===== src/pkg/mft_pkg.sv =====
package mft_pkg;
	// ****************************************
	// Register indices (byte address is four times the index)
	// ****************************************
	localparam logic [7:0] IDX_CTRL = 8'h02;
	localparam logic [7:0] IDX_RX_FWD = 8'h08;
	localparam logic [7:0] IDX_TX_PE = 8'h09;
	localparam logic [7:0] IDX_TX_FWD = 8'h0a;
	localparam logic [7:0] IDX_RX_ND = 8'h0b;
	localparam logic [7:0] IDX_RX_NC = 8'h0c;
	localparam logic [7:0] IDX_TX_ND = 8'h0d;
	localparam logic [7:0] IDX_TX_NC = 8'h0e;
	localparam logic [7:0] IDX_PHY0 = 8'h0f;
	localparam logic [7:0] IDX_PHY1 = 8'h10;
	localparam logic [7:0] IDX_HOLD = 8'h11;
	localparam logic [7:0] IDX_IPG = 8'h17;
	localparam logic [7:0] IDX_STAT = 8'h18;

	// ****************************************
	// Control register fields
	// ****************************************
	localparam int CTRL_TX_EN_BIT = 0;
	localparam int CTRL_RX_EN_BIT = 1;
	localparam int CTRL_FLOW_BIT = 2;
	localparam int CTRL_SWRST_BIT = 13;

	// ****************************************
	// Status register fields
	// ****************************************
	localparam int STAT_RX_LSB = 0;
	localparam int STAT_TX_LSB = 4;
	localparam int STAT_HOLD_BIT = 8;
	localparam int STAT_IPG_BAD_BIT = 9;

	// ****************************************
	// Reset values
	// ****************************************
	localparam logic [15:0] RST_LEVEL = 16'h0000;
	localparam logic [4:0] RST_PHY0 = 5'h00;
	localparam logic [4:0] RST_PHY1 = 5'h01;
	localparam logic [15:0] RST_HOLD = 16'hffff;
	localparam logic [4:0] RST_IPG = 5'h00;

	// ****************************************
	// Fixed values of the reduced variant
	// ****************************************
	localparam logic [15:0] FIX_FWD = 16'h0010;
	localparam logic [15:0] FIX_PE_MARGIN = 16'h0010;
	localparam logic [15:0] FIX_NEAR = 16'h0008;
	localparam logic [15:0] FIX_TX_NC = 16'h0003;
	localparam logic [4:0] FIX_IPG = 5'h0c;

	// ****************************************
	// Gap and ready-latency limits
	// ****************************************
	localparam logic [4:0] IPG_MIN = 5'h08;
	localparam logic [4:0] IPG_MAX = 5'h1a;
	localparam logic [4:0] IPG_DFLT = 5'h0c;
	localparam logic [15:0] NC_BASE = 16'h0003;
	localparam logic [15:0] NC_MAX = 16'h000b;
	localparam logic [3:0] RDY_LAT_MAX = 4'h8;
endpackage


===== src/logic/mft_cfg.sv =====
// Our own choice: the Wishbone interface to the registers.
`timescale 1ns/100ps
// Operation
// - The transmit near-capacity level minus 3 is the stream ready latency, legal from 3 to 11, so at most 8.
// - In the reduced variant the levels and gap are read-only at 16, depth minus 16, 8, 3 and 12.
// - Each management slot keeps a 5-bit PHY address in its low bits and reads zero above.
// - With flow control on, pause requests are spaced by the 16-bit holdoff count, which resets to all ones.
// - The gap in force is the programmed value when it lies in 8 to 26, else 12, while readback shows the written value.
// - Gap register bits above bit 4 read zero and ignore writes.
// - A software reset clears only the transmit and receive enable bits, loads the flow control bit from the written word and leaves all other settings.
module mft_cfg #(
	parameter int LVL_W = 16,
	parameter int FIFO_DEPTH = 2048,
	parameter bit SMALL_MAC = 1'b0
) (
	// Clock and reset
	input wire logic sys_clk,
	input wire logic rst_n,
	// Wishbone slave
	input wire logic wb_cyc_i,
	input wire logic wb_stb_i,
	input wire logic wb_we_i,
	input wire logic [7:0] wb_adr_i,
	input wire logic [3:0] wb_sel_i,
	input wire logic [31:0] wb_dat_i,
	output logic [31:0] wb_dat_o,
	output logic wb_ack_o,
	// Datapath fill levels
	input wire logic [LVL_W-1:0] rx_fill_level,
	input wire logic [LVL_W-1:0] tx_fill_level,
	// Pause request side
	input wire logic xoff_request,
	input wire logic quanta_tick,
	output logic xoff_send,
	// Threshold indications
	output logic rx_start_ok,
	output logic rx_near_empty,
	output logic rx_near_full,
	output logic tx_start_ok,
	output logic tx_partial_empty,
	output logic tx_near_empty,
	output logic tx_near_full,
	// Settings in force
	output logic transmit_enable_bit,
	output logic receive_enable_bit,
	output logic [4:0] phy_address_space_zero,
	output logic [4:0] phy_address_space_one,
	output logic [4:0] ipg_bytes,
	output logic [3:0] ready_latency
);
	// ****************************************
	// State
	// ****************************************
	typedef struct packed {
		logic tx_en;
		logic rx_en;
		logic flow_en;
		logic [LVL_W-1:0] rx_fwd;
		logic [LVL_W-1:0] tx_pe;
		logic [LVL_W-1:0] tx_fwd;
		logic [LVL_W-1:0] rx_nd;
		logic [LVL_W-1:0] rx_nc;
		logic [LVL_W-1:0] tx_nd;
		logic [LVL_W-1:0] tx_nc;
		logic [4:0] phy0;
		logic [4:0] phy1;
		logic [15:0] hold;
		logic [4:0] ipg;
		logic [15:0] hold_cnt;
		logic xoff;
		logic ack;
		logic [31:0] rdat;
	} mft_state_t;

	localparam mft_state_t ST_RST = '{
		rx_fwd: LVL_W'(mft_pkg::RST_LEVEL),
		tx_pe: LVL_W'(mft_pkg::RST_LEVEL),
		tx_fwd: LVL_W'(mft_pkg::RST_LEVEL),
		rx_nd: LVL_W'(mft_pkg::RST_LEVEL),
		rx_nc: LVL_W'(mft_pkg::RST_LEVEL),
		tx_nd: LVL_W'(mft_pkg::RST_LEVEL),
		tx_nc: LVL_W'(mft_pkg::RST_LEVEL),
		phy0: mft_pkg::RST_PHY0,
		phy1: mft_pkg::RST_PHY1,
		hold: mft_pkg::RST_HOLD,
		ipg: mft_pkg::RST_IPG,
		default: '0
	};

	localparam logic [LVL_W-1:0] FWD_FIX = LVL_W'(mft_pkg::FIX_FWD);
	localparam logic [LVL_W-1:0] PE_FIX = LVL_W'(FIFO_DEPTH - int'(mft_pkg::FIX_PE_MARGIN));
	localparam logic [LVL_W-1:0] NEAR_FIX = LVL_W'(mft_pkg::FIX_NEAR);
	localparam logic [LVL_W-1:0] TXNC_FIX = LVL_W'(mft_pkg::FIX_TX_NC);
	localparam logic [LVL_W-1:0] NC_LO = LVL_W'(mft_pkg::NC_BASE);
	localparam logic [LVL_W-1:0] NC_HI = LVL_W'(mft_pkg::NC_MAX);

	mft_state_t st_r;
	mft_state_t st_nxt;

	logic req;
	logic commit;
	logic [7:0] idx;
	logic [31:0] rd_val;
	logic [31:0] ctrl_val;
	logic [31:0] stat_val;
	logic ipg_ok;
	logic [LVL_W-1:0] eff_rx_fwd;
	logic [LVL_W-1:0] eff_tx_pe;
	logic [LVL_W-1:0] eff_tx_fwd;
	logic [LVL_W-1:0] eff_rx_nd;
	logic [LVL_W-1:0] eff_rx_nc;
	logic [LVL_W-1:0] eff_tx_nd;
	logic [LVL_W-1:0] eff_tx_nc;

	function automatic logic [31:0] mrg(input logic [31:0] old, input logic [31:0] d,
		input logic [3:0] s);
		logic [31:0] r;
		r = old;
		for (int b = 0; b < 4; b++) begin
			if (s[b]) begin
				r[b*8 +: 8] = d[b*8 +: 8];
			end
		end
		return r;
	endfunction

	// ****************************************
	// Values in force
	// ****************************************
	// Reduced variant ignores stored levels entirely
	assign eff_rx_fwd = SMALL_MAC ? FWD_FIX : st_r.rx_fwd;
	assign eff_tx_pe = SMALL_MAC ? PE_FIX : st_r.tx_pe;
	assign eff_tx_fwd = SMALL_MAC ? FWD_FIX : st_r.tx_fwd;
	assign eff_rx_nd = SMALL_MAC ? NEAR_FIX : st_r.rx_nd;
	assign eff_rx_nc = SMALL_MAC ? NEAR_FIX : st_r.rx_nc;
	assign eff_tx_nd = SMALL_MAC ? NEAR_FIX : st_r.tx_nd;
	assign eff_tx_nc = SMALL_MAC ? TXNC_FIX : st_r.tx_nc;

	assign ipg_ok = (st_r.ipg >= mft_pkg::IPG_MIN) && (st_r.ipg <= mft_pkg::IPG_MAX);

	always_comb begin
		if (SMALL_MAC) begin
			ipg_bytes = mft_pkg::FIX_IPG;
		end else if (ipg_ok) begin
			ipg_bytes = st_r.ipg;
		end else begin
			ipg_bytes = mft_pkg::IPG_DFLT;
		end
	end

	// Out-of-range settings are clamped so the stream never sees a bad latency
	always_comb begin
		if (eff_tx_nc < NC_LO) begin
			ready_latency = 4'h0;
		end else if (eff_tx_nc > NC_HI) begin
			ready_latency = mft_pkg::RDY_LAT_MAX;
		end else begin
			ready_latency = 4'(eff_tx_nc - NC_LO);
		end
	end

	// ****************************************
	// Read mux
	// ****************************************
	assign idx = {2'h0, wb_adr_i[7:2]};

	always_comb begin
		ctrl_val = '0;
		ctrl_val[mft_pkg::CTRL_TX_EN_BIT] = st_r.tx_en;
		ctrl_val[mft_pkg::CTRL_RX_EN_BIT] = st_r.rx_en;
		ctrl_val[mft_pkg::CTRL_FLOW_BIT] = st_r.flow_en;
		stat_val = '0;
		stat_val[mft_pkg::STAT_RX_LSB +: 4] = {rx_near_full, rx_near_empty, 1'b0, rx_start_ok};
		stat_val[mft_pkg::STAT_TX_LSB +: 4] = {tx_near_full, tx_near_empty, tx_partial_empty,
			tx_start_ok};
		stat_val[mft_pkg::STAT_HOLD_BIT] = st_r.hold_cnt != 16'h0000;
		stat_val[mft_pkg::STAT_IPG_BAD_BIT] = ~ipg_ok;
	end

	always_comb begin
		case (idx)
			mft_pkg::IDX_CTRL: rd_val = ctrl_val;
			mft_pkg::IDX_RX_FWD: rd_val = 32'(eff_rx_fwd);
			mft_pkg::IDX_TX_PE: rd_val = 32'(eff_tx_pe);
			mft_pkg::IDX_TX_FWD: rd_val = 32'(eff_tx_fwd);
			mft_pkg::IDX_RX_ND: rd_val = 32'(eff_rx_nd);
			mft_pkg::IDX_RX_NC: rd_val = 32'(eff_rx_nc);
			mft_pkg::IDX_TX_ND: rd_val = 32'(eff_tx_nd);
			mft_pkg::IDX_TX_NC: rd_val = 32'(eff_tx_nc);
			mft_pkg::IDX_PHY0: rd_val = 32'(st_r.phy0);
			mft_pkg::IDX_PHY1: rd_val = 32'(st_r.phy1);
			mft_pkg::IDX_HOLD: rd_val = 32'(st_r.hold);
			mft_pkg::IDX_IPG: rd_val = 32'(SMALL_MAC ? mft_pkg::FIX_IPG : st_r.ipg);
			mft_pkg::IDX_STAT: rd_val = stat_val;
			default: rd_val = '0;
		endcase
	end

	// ****************************************
	// Next state
	// ****************************************
	assign req = wb_cyc_i & wb_stb_i;
	// Writes land on the edge where the master sees ack
	assign commit = req & st_r.ack;

	always_comb begin
		logic [31:0] w;
		w = '0;
		st_nxt = st_r;
		st_nxt.ack = req & ~st_r.ack;
		st_nxt.xoff = 1'b0;
		if (req & ~st_r.ack) begin
			st_nxt.rdat = rd_val;
		end
		if (commit & wb_we_i) begin
			w = mrg(rd_val, wb_dat_i, wb_sel_i);
			case (idx)
				mft_pkg::IDX_CTRL: begin
					st_nxt.flow_en = w[mft_pkg::CTRL_FLOW_BIT];
					if (w[mft_pkg::CTRL_SWRST_BIT]) begin
						st_nxt.tx_en = 1'b0;
						st_nxt.rx_en = 1'b0;
					end else begin
						st_nxt.tx_en = w[mft_pkg::CTRL_TX_EN_BIT];
						st_nxt.rx_en = w[mft_pkg::CTRL_RX_EN_BIT];
					end
				end
				mft_pkg::IDX_RX_FWD: if (!SMALL_MAC) st_nxt.rx_fwd = w[LVL_W-1:0];
				mft_pkg::IDX_TX_PE: if (!SMALL_MAC) st_nxt.tx_pe = w[LVL_W-1:0];
				mft_pkg::IDX_TX_FWD: if (!SMALL_MAC) st_nxt.tx_fwd = w[LVL_W-1:0];
				mft_pkg::IDX_RX_ND: if (!SMALL_MAC) st_nxt.rx_nd = w[LVL_W-1:0];
				mft_pkg::IDX_RX_NC: if (!SMALL_MAC) st_nxt.rx_nc = w[LVL_W-1:0];
				mft_pkg::IDX_TX_ND: if (!SMALL_MAC) st_nxt.tx_nd = w[LVL_W-1:0];
				mft_pkg::IDX_TX_NC: if (!SMALL_MAC) st_nxt.tx_nc = w[LVL_W-1:0];
				mft_pkg::IDX_PHY0: st_nxt.phy0 = w[4:0];
				mft_pkg::IDX_PHY1: st_nxt.phy1 = w[4:0];
				mft_pkg::IDX_HOLD: st_nxt.hold = w[15:0];
				mft_pkg::IDX_IPG: if (!SMALL_MAC) st_nxt.ipg = w[4:0];
				default: ;
			endcase
		end
		// Holdoff spacing; the reduced variant has no flow control
		if (st_r.hold_cnt != 16'h0000 && quanta_tick) begin
			st_nxt.hold_cnt = st_r.hold_cnt - 16'h0001;
		end
		if (!SMALL_MAC && xoff_request && st_r.flow_en && st_r.tx_en &&
			st_r.hold_cnt == 16'h0000) begin
			st_nxt.xoff = 1'b1;
			st_nxt.hold_cnt = st_r.hold;
		end
	end

	always_ff @(posedge sys_clk) begin
		if (!rst_n) begin
			st_r <= ST_RST;
		end else begin
			st_r <= st_nxt;
		end
	end

	// ****************************************
	// Outputs and comparators
	// ****************************************
	assign wb_ack_o = st_r.ack;
	assign wb_dat_o = st_r.rdat;
	assign xoff_send = st_r.xoff;
	assign transmit_enable_bit = st_r.tx_en;
	assign receive_enable_bit = st_r.rx_en;
	assign phy_address_space_zero = st_r.phy0;
	assign phy_address_space_one = st_r.phy1;

	mft_level_cmp #(.LVL_W(LVL_W), .FIFO_DEPTH(FIFO_DEPTH)) u_rx_cmp (
		.sys_clk(sys_clk),
		.rst_n(rst_n),
		.fill(rx_fill_level),
		.start_lvl(eff_rx_fwd),
		.pe_lvl(PE_FIX),
		.nd_lvl(eff_rx_nd),
		.nc_lvl(eff_rx_nc),
		.start_ok(rx_start_ok),
		.pe_hit(),
		.near_empty(rx_near_empty),
		.near_full(rx_near_full)
	);

	mft_level_cmp #(.LVL_W(LVL_W), .FIFO_DEPTH(FIFO_DEPTH)) u_tx_cmp (
		.sys_clk(sys_clk),
		.rst_n(rst_n),
		.fill(tx_fill_level),
		.start_lvl(eff_tx_fwd),
		.pe_lvl(eff_tx_pe),
		.nd_lvl(eff_tx_nd),
		.nc_lvl(eff_tx_nc),
		.start_ok(tx_start_ok),
		.pe_hit(tx_partial_empty),
		.near_empty(tx_near_empty),
		.near_full(tx_near_full)
	);
endmodule


===== src/logic/mft_level_cmp.sv =====
`timescale 1ns/100ps
module mft_level_cmp #(
	parameter int LVL_W = 16,
	parameter int FIFO_DEPTH = 2048
) (
	// Clock and reset
	input wire logic sys_clk,
	input wire logic rst_n,
	// Fill level and thresholds
	input wire logic [LVL_W-1:0] fill,
	input wire logic [LVL_W-1:0] start_lvl,
	input wire logic [LVL_W-1:0] pe_lvl,
	input wire logic [LVL_W-1:0] nd_lvl,
	input wire logic [LVL_W-1:0] nc_lvl,
	// Indications
	output logic start_ok,
	output logic pe_hit,
	output logic near_empty,
	output logic near_full
);
	typedef struct packed {
		logic start_ok;
		logic pe_hit;
		logic near_empty;
		logic near_full;
	} mft_cmp_t;

	localparam logic [LVL_W:0] DEPTH_W = (LVL_W+1)'(FIFO_DEPTH);

	mft_cmp_t st_r;
	mft_cmp_t st_nxt;

	// Zero start level means store-and-forward: never start early
	always_comb begin
		st_nxt.start_ok = (start_lvl != '0) && (fill >= start_lvl);
		st_nxt.pe_hit = fill >= pe_lvl;
		st_nxt.near_empty = fill <= nd_lvl;
		// Widened sum avoids wrap when fill plus margin overflows LVL_W bits
		st_nxt.near_full = ({1'b0, fill} + {1'b0, nc_lvl}) >= DEPTH_W;
	end

	always_ff @(posedge sys_clk) begin
		if (!rst_n) begin
			st_r <= '0;
		end else begin
			st_r <= st_nxt;
		end
	end

	assign start_ok = st_r.start_ok;
	assign pe_hit = st_r.pe_hit;
	assign near_empty = st_r.near_empty;
	assign near_full = st_r.near_full;
endmodule


===== config.mk =====
export PLATFORM = sky130hd
export DESIGN_NAME = mft_cfg
export DESIGN_NICKNAME = d
export VERILOG_FILES = /design/src/pkg/mft_pkg.sv /design/src/logic/mft_cfg.sv /design/src/logic/mft_level_cmp.sv
export SDC_FILE = /design/constraint.sdc
export NUM_CORES = 1
export LEC_CHECK = 0
export BUFFER_PORTS_ARGS = -buffer_cell sky130_fd_sc_hd__buf_4
export CAP_MARGIN = 40
export CORE_AREA = 4 4 162 164
export DETAILED_ROUTE_END_ITERATION = 10
export DIE_AREA = 0 0 166 168
export HOLD_SLACK_MARGIN = 0.12
export PLACE_DENSITY = 0.83
export SLEW_MARGIN = 30
export SYNTH_ARGS = -nofsm -noshare
export SYNTH_HDL_FRONTEND = slang
export SYNTH_HIERARCHICAL = 1
export SYNTH_SLANG_ARGS = --single-unit

===== constraint.sdc =====
create_clock -name sys_clk -period 2.5 [get_ports sys_clk]
set_input_delay 0.125 -clock sys_clk [delete_from_list [all_inputs] [get_ports sys_clk]]
set_output_delay 0.125 -clock sys_clk [all_outputs]
set_load 0.01 [all_outputs]

==> results of run 1 <==
-- worst min-delay path, stage by stage --
cell and delay (ps):
buf_4 110, nor2_1 130, a211o_1 130, nand3_1 60
-- sequential cells by signal (all words and copies together), names as in the netlist, 5 cells and up --
name,cells
eff_tx_nd,16
eff_rx_fwd,16
phy_address_space_one,5
eff_rx_nc,16
eff_tx_fwd,16
eff_tx_pe,16
wb_dat_o,16
eff_tx_nc,16
eff_rx_nd,16
st_r,37
phy_address_space_zero,5
-- final cells by class --
type / count / area (µm²)
flip-flops and latches: 187 / 3744
fillers: 2235 / 11160
clock inverters: 13 / 111.4
inverters: 86 / 324.1
repair buffers: 186 / 1489
well taps: 330 / 412.9
multi-input cells: 1111 / 7206
clock buffers: 19 / 442.9
-- routing by layer --
layer	GRT usage, %	vias to the layer above
met2	44.58	801
met1	37.10	5594
met3	6.480	138
li1	-	5470
met4	13.38	0
met5	0	-
-- what timing repair did --
action / in CTS / in global routing
hold endpoints to repair: 8 / 0
endpoints found under the setup margin: 1 / 2
gates cloned: 0 / 0
hold buffers: 7 / 0
pin swaps: 0 / 4
resized for setup: 2 / 5
-- power by group --
group	internal [mW]	switching, mW
clock	1.33	1.28
combinational	0.374	0.541
sequential	3.01	0.0286
-- metrics by stage --
step | instance area, µm² | total power [mW]
floorplan | 11890 | 3.653
CTS | 13710 | 6.552
detailed placement | 13080 | 3.985
finish | 13730 | 6.561
global placement | 13080 | 3.962
global route | 13730 | 6.773
-- placed cells by master, fill, tap and decap left out, types with 11 or more instances in the layout --
cell type	count
ha_1	113
a22o_1	11
nor2_1	66
o21ai_0	56
nand2_1	256
clkbuf_16	17
o31ai_1	21
nand2b_1	13
dfxtp_1	187
o21ai_1	12
nand3_1	77
inv_1	84
buf_4	173
a22oi_1	14
nand4_1	23
nor4_1	20
a21oi_1	132
and2_1	11
conb_1	16
a21o_1	21
nor3_1	21
mux2i_1	27
-- final timing paths --
path / start / to / slack, ps / cells past startpoint
worst max-delay path: eff_rx_nc[0]$_SDFFE_PN0P_ / u_rx_cmp/near_full$_SDFF_PN0_ / 120 / 9
worst min-delay path: wb_dat_i[3] / st_r[58]$_SDFFE_PN1P_ / 150 / 4
worst max register to register: eff_rx_nc[0]$_SDFFE_PN0P_ / u_rx_cmp/near_full$_SDFF_PN0_ / 120 / 9
worst min register to register: st_r[37]$_SDFFE_PN0P_ / st_r[37]$_SDFFE_PN0P_ / 480 / 2
==> metrics.txt, run 1 <==
latest clock arrival within the worst-skew pair about 450 ps; Most common cell on crit path a21oi_2; HP Class input pin to flip-flop; worst slew pin tran ~830 ps; post-layout util between 50% and 60%; CTS root buf clkbuf_16; Gate Count Post-Synth about 1500; CTS sink count ~190; Finished Layout Cells approximately 1900; Initial DRC Count around 1900; Worst Path Max Fanout 2; dpl cells approximately 1900; vias in the first global route 11090; type of origin of the critical path flip-flop; Slew Viols, Final 0; synth warn 6; fmax 0.4193 GHz; M1 WL roughly 17 mm; Final Hold Fails 0; Initial Utilization between 40% and 50%; LEAKAGE approximately 5.4 nW; share of layout cells above drive strength 1 about 16%; met3 wire len ~4.7 mm; TritonCTS clock tree built; DRT antenna net count 0; CTS Buf Count 17; CTS clk-pin slew, worst paths roughly 80 ps; Avg WL per Cell around 21 µm; row count 58; pre-CTS setup slack -36.36 ps; global-route wire length before repair approximately 63 mm; grt ovf 0; Post-CTS Setup Bufs 0; top sig layer met4; Vias roughly 12000; DR pass1 iterations 8; setup tns final 0 ps; final net count approximately 1800; Max IR drop VDD 0.3606 mV; CP Cell Sequence ha_2, fa_2, a211oi_2, o21bai_1, a21oi_2, o21ai_2, a21oi_2, mux2_1, o41a_1; Power Density around 480 nW/µm²; initial antenna violation count 0; Cell Area, Synth around 12000 µm²; DR DRC count 0; die height 168 µm; max-cap violations 0; Slew Limit Headroom around 44%; I/O pin count 145; Core ar. approximately 25000 µm²; routed vias/inst between 6 and 7; Critical Path AT approximately 2700 ps; worst clock skew between 10 and 15 ps; WL met2 about 18 mm; syn_area_per_cell just under 8 µm²; RSZ-0062 raised after global routing false; total die area around 28000 µm²; GPL Wtd Cong slightly above 1; Critical Path End Type flip-flop; Critical path buffers and inverters 0; final WL approximately 42 mm; H-tree depth 4; chip width 166 µm; IO Port Bufs around 110; final number of setup-violating endpoints 0; GRT Resource Usage Total around 28%; Area Growth Syn to Fin 16.04%; run status finished clean; clk buf depth 2; total inserted antenna cells 0; worst setup path class flip-flop to flip-flop; crit path max-delay cell type o41a_1; final setup margin around 120 ps; CP delay by family, top compound AO/OA/AOI/OAI gates; crit share post-route between 90% and 100%; Tmin final ~2400 ps; Final HPWL DP approximately 32 mm; Final Hold Slack around 150 ps; pin count of the biggest net entering global routing 120; WP data required 2840 ps; crit-path max cell delay between 300 and 400 ps
Power figures use the tool's default switching activity.
==> run 2: changes to the inputs <==
CORE_AREA = 4 4 154 156   (was 4 4 162 164)
DIE_AREA = 0 0 158 160   (was 0 0 166 168)
PLACE_DENSITY = 0.88   (was 0.83)
SYNTH_HIERARCHICAL = not set   (was 1)
==> run 2 against run 1 <==
- clock power increased by 5%
- maximum frequency shrank 5.9%
- critical path depth is 1 lower
- sequential power about the same
- clock skew is 1.1 ps higher
- synthesized cell count increased by 2.8%
- flip-flop and latch count is the same
- combinational power is 42% higher
- hold slack got worse by 15 ps
- utilization rose by 7.7 points
- the flow now finishes with violations (setup timing)
- first-iteration DRC count down 8.8%
==> metrics.txt, run 2 <==
R2R Path End eff_tx_fwd[8]$_SDFFE_PN0P_; syn_area_per_cell 7.721 µm² (-2.8%); chip width 158 µm (-4.8%); TritonCTS clock tree built; LEAKAGE 5.695 nW (+4.6%); most common cell after layout, fill and taps aside nand2_1; Critical Path End Type flip-flop; total inserted antenna cells 0 (unchanged); Vias 12370 (+3.1%); top area cells in the synthesized netlist dfxtp_1 32%, ha_1 12%, nand2_1 9.2%; Initial DRC Count 1711 (-8.8%); clk buf depth 2 (unchanged); Slew Limit Headroom 50.54% (+6.3 points); commonest cells in the netlist 289 x nand2_1, 187 x dfxtp_1, 159 x a21oi_1; Initial Utilization 52.89% (+5.4 points); worst r2r src st_r[42]$_SDFFE_PN0P_; Worst Path Max Fanout 8 (+6); grt ovf 0 (unchanged); Yosys reg bits 187; routed vias/inst 6.304 (+1.5%); top-area cell type share of the netlist area a little under a third; share of layout cells above drive strength 1 17.88% (+1.8 points); Tmin final 2535 ps (+149.6 ps); CP startpoint st_r[42]$_SDFFE_PN0P_; Largest Register st_r; Core ar. 22370 µm² (-10%); worst slew pin tran 740.1 ps (-91.40 ps); GRT Resource Usage Total 32.51% (+4.1 points); Avg WL per Cell 21.60 µm (+0.50%); Final Hold Slack 137.2 ps (-15.18 ps); Pint 4.963 mW (+5.4%); Max IR drop VDD 0.3780 mV (+4.8%); Primary FF master, synth dfxtp_1; worst clock skew 13.51 ps (+1.104 ps); Final Hold Fails 0 (unchanged); final net count 1864 (+4.3%); GPL Wtd Cong 1.010 (-0.40%); Slew Viols, Final 0 (unchanged); post-synthesis cell type count between 70 and 80; register share of total power 42.9% (-3.4 points); Cell Area, Synth 11830 µm² (about the same); Post-synth EDFFs 0; Power Density 504.7 nW/µm² (+5.6%); register area share after synthesis a little under a third; Logic pwr share 18.3% (+4.4 points); IO Port Bufs 108 (unchanged); DR DRC count 0 (unchanged); Final HPWL DP 33.09 mm (+4.3%); max FFs per register 37 (unchanged); final number of setup-violating endpoints 6 (+6); Area Growth Syn to Fin 18.89%; initial antenna violation count 0 (unchanged); synth warn 0 (-6); CP endpoint eff_tx_fwd[8]$_SDFFE_PN0P_; Gate Count Post-Synth 1532 (+2.8%); latest clock arrival within the worst-skew pair 440 ps (about the same); run status finished with violations; worst-case reg-to-reg path depth 8 (-1); max-cap violations 0 (unchanged); I/O pin count 145 (unchanged); vias in the first global route 11540 (+4.1%); most frequent cells in the layout 289 x nand2_1, 214 x buf_4, 185 x dfxtp_1, 155 x a21oi_1, 114 x ha_1; final setup margin -34.50 ps (-149.6 ps); CTS root buf clkbuf_16; DR pass1 iterations 9 (+1); worst reg-to-reg setup slack -30 ps (-150 ps); die height 160 µm (-4.8%); crit share post-route 101.4% (+6.0 points); HP Class input pin to flip-flop; final WL 42.39 mm (+2.1%); RSZ-0062 raised after global routing true; switching share of power 30.08% (+1.9 points); DRT antenna net count 0 (unchanged); top sig layer met4; H-tree depth 4 (unchanged); row count 55 (-5.2%); fmax 0.3946 GHz (-5.9%); worst setup path class flip-flop to flip-flop; pin count of the biggest net entering global routing 45 (-63%); WP data required 2830 ps (about the same); Critical Path AT 2860 ps (+130 ps); global-route wire length before repair 64.31 mm (+2.7%); count leader, synth nand2_1; M1 WL 16.90 mm (+2.4%); total die area 25280 µm² (-9.4%); WL met2 18.79 mm (+3.7%); CTS clk-pin slew, worst paths 80 ps (about the same); Post-synth ARST share 0%; failing checks setup timing; CTS sink count 187 (unchanged); met3 wire len 4.367 mm (-7.7%); type of origin of the critical path flip-flop; CTS Buf Count 17 (unchanged); switching power total 2.135 mW (+15%); Power, Total 7.098 mW (+8.2%); Clock power frac 38.7% (-1.1 points); top cell type by total area after synthesis dfxtp_1; pre-CTS setup slack -113.8 ps (-77.41 ps)
## run 2: cell count changes in the layout (fill, tap and decap cells not counted), sizes merged, moves of 14 or more
cell / before / now
a211oi: 11 / 25
o31ai: 21 / 4
a21oi: 136 / 159
buf: 179 / 220
o21ai: 70 / 40
nand2: 258 / 289
## run 2: worst min path at each step
stage / slack (ps) / endpoint / startpoint / cells after the start
5_1_grt: 150 / st_r[61]$_SDFFE_PN1P_ / wb_dat_i[6] / 3
2_1_floorplan: 290 / wb_ack_o$_SDFF_PN0_ / wb_stb_i / 2
4_1_cts: 120 / st_r[60]$_SDFFE_PN1P_ / wb_dat_i[5] / 5
3_5_place_dp: 440 / st_r[36]$_SDFFE_PN0P_ / quanta_tick / 3
6_report: 140 / u_rx_cmp.start_ok$_SDFF_PN0_ / rx_fill_level[8] / 4
3_3_place_gp: 430 / wb_ack_o$_SDFF_PN0_ / wb_stb_i / 3
## run 2: layout make-up
class | instances | area [µm²]
multi-input combinational | 1141 | 7251
clock inverter | 15 | 176.4
timing repair buffer | 226 | 1760
inverter | 92 | 347.8
sequential | 187 | 3746
tap | 285 | 356.6
fill | 1888 | 8302
clock buffer | 17 | 425.4
## run 2: routing by layer
layer | vias up | track usage, %
met5 | - | 0
met4 | 0 | 14.77
met3 | 146 | 4.824
li1 | 5611 | -
met1 | 5821 | 44.07
met2 | 796 | 51.04
## run 2: timing repair
item,CTS,global route
setup buffers,0,2
hold buffers,6,0
hold endpoints to repair,16,0
resized for setup,5,16
setup endpoints to repair,15,17
pin swaps,0,7
## run 2: worst max-delay path, stage by stage (launching register included)
cell and delay (ps):
dfxtp_2 330, or4_4 530, or4_4 420, or3_4 350
and2_4 180, o41ai_4 210, buf_6 200, o21ai_2 70
and2_1 140
## run 2: cells by family after synthesis
kind of cell | Yosys count | share of synthesized area (%)
DFF | 187 | 31.65
and+or+nand+nor | 606 | 23.89
AOI/OAI and AO/OA | 356 | 19.29
buffers and inverters | 219 | 8.388
xor gates and xnor gates | 8 | 0.5924
muxes | 39 | 3.755
other | 1 | 0.03170
adders and majority gates | 116 | 12.40
## run 2: power groups by stage
stage	Combinational, mW	Clock, mW	Sequential, mW
floorplan	0.773	0	3.11
global placement	1.17	0	3.12
detailed placement	1.19	0	3.12
CTS	1.23	2.75	3.05
global route	1.41	2.88	3.05
finish	1.30	2.75	3.05
## run 2: metrics by stage
step	setup TNS, ps	area [µm²]	cells	util (%)
finish	-142.0	14060	1963	62.88
global route	-773.8	14060	1963	62.88
CTS	-67.21	13980	1961	62.52
detailed placement	-1265	13300	1923	59.47
global placement	-1981	13300	1923	59.47
floorplan	-1033	11890	1547	-
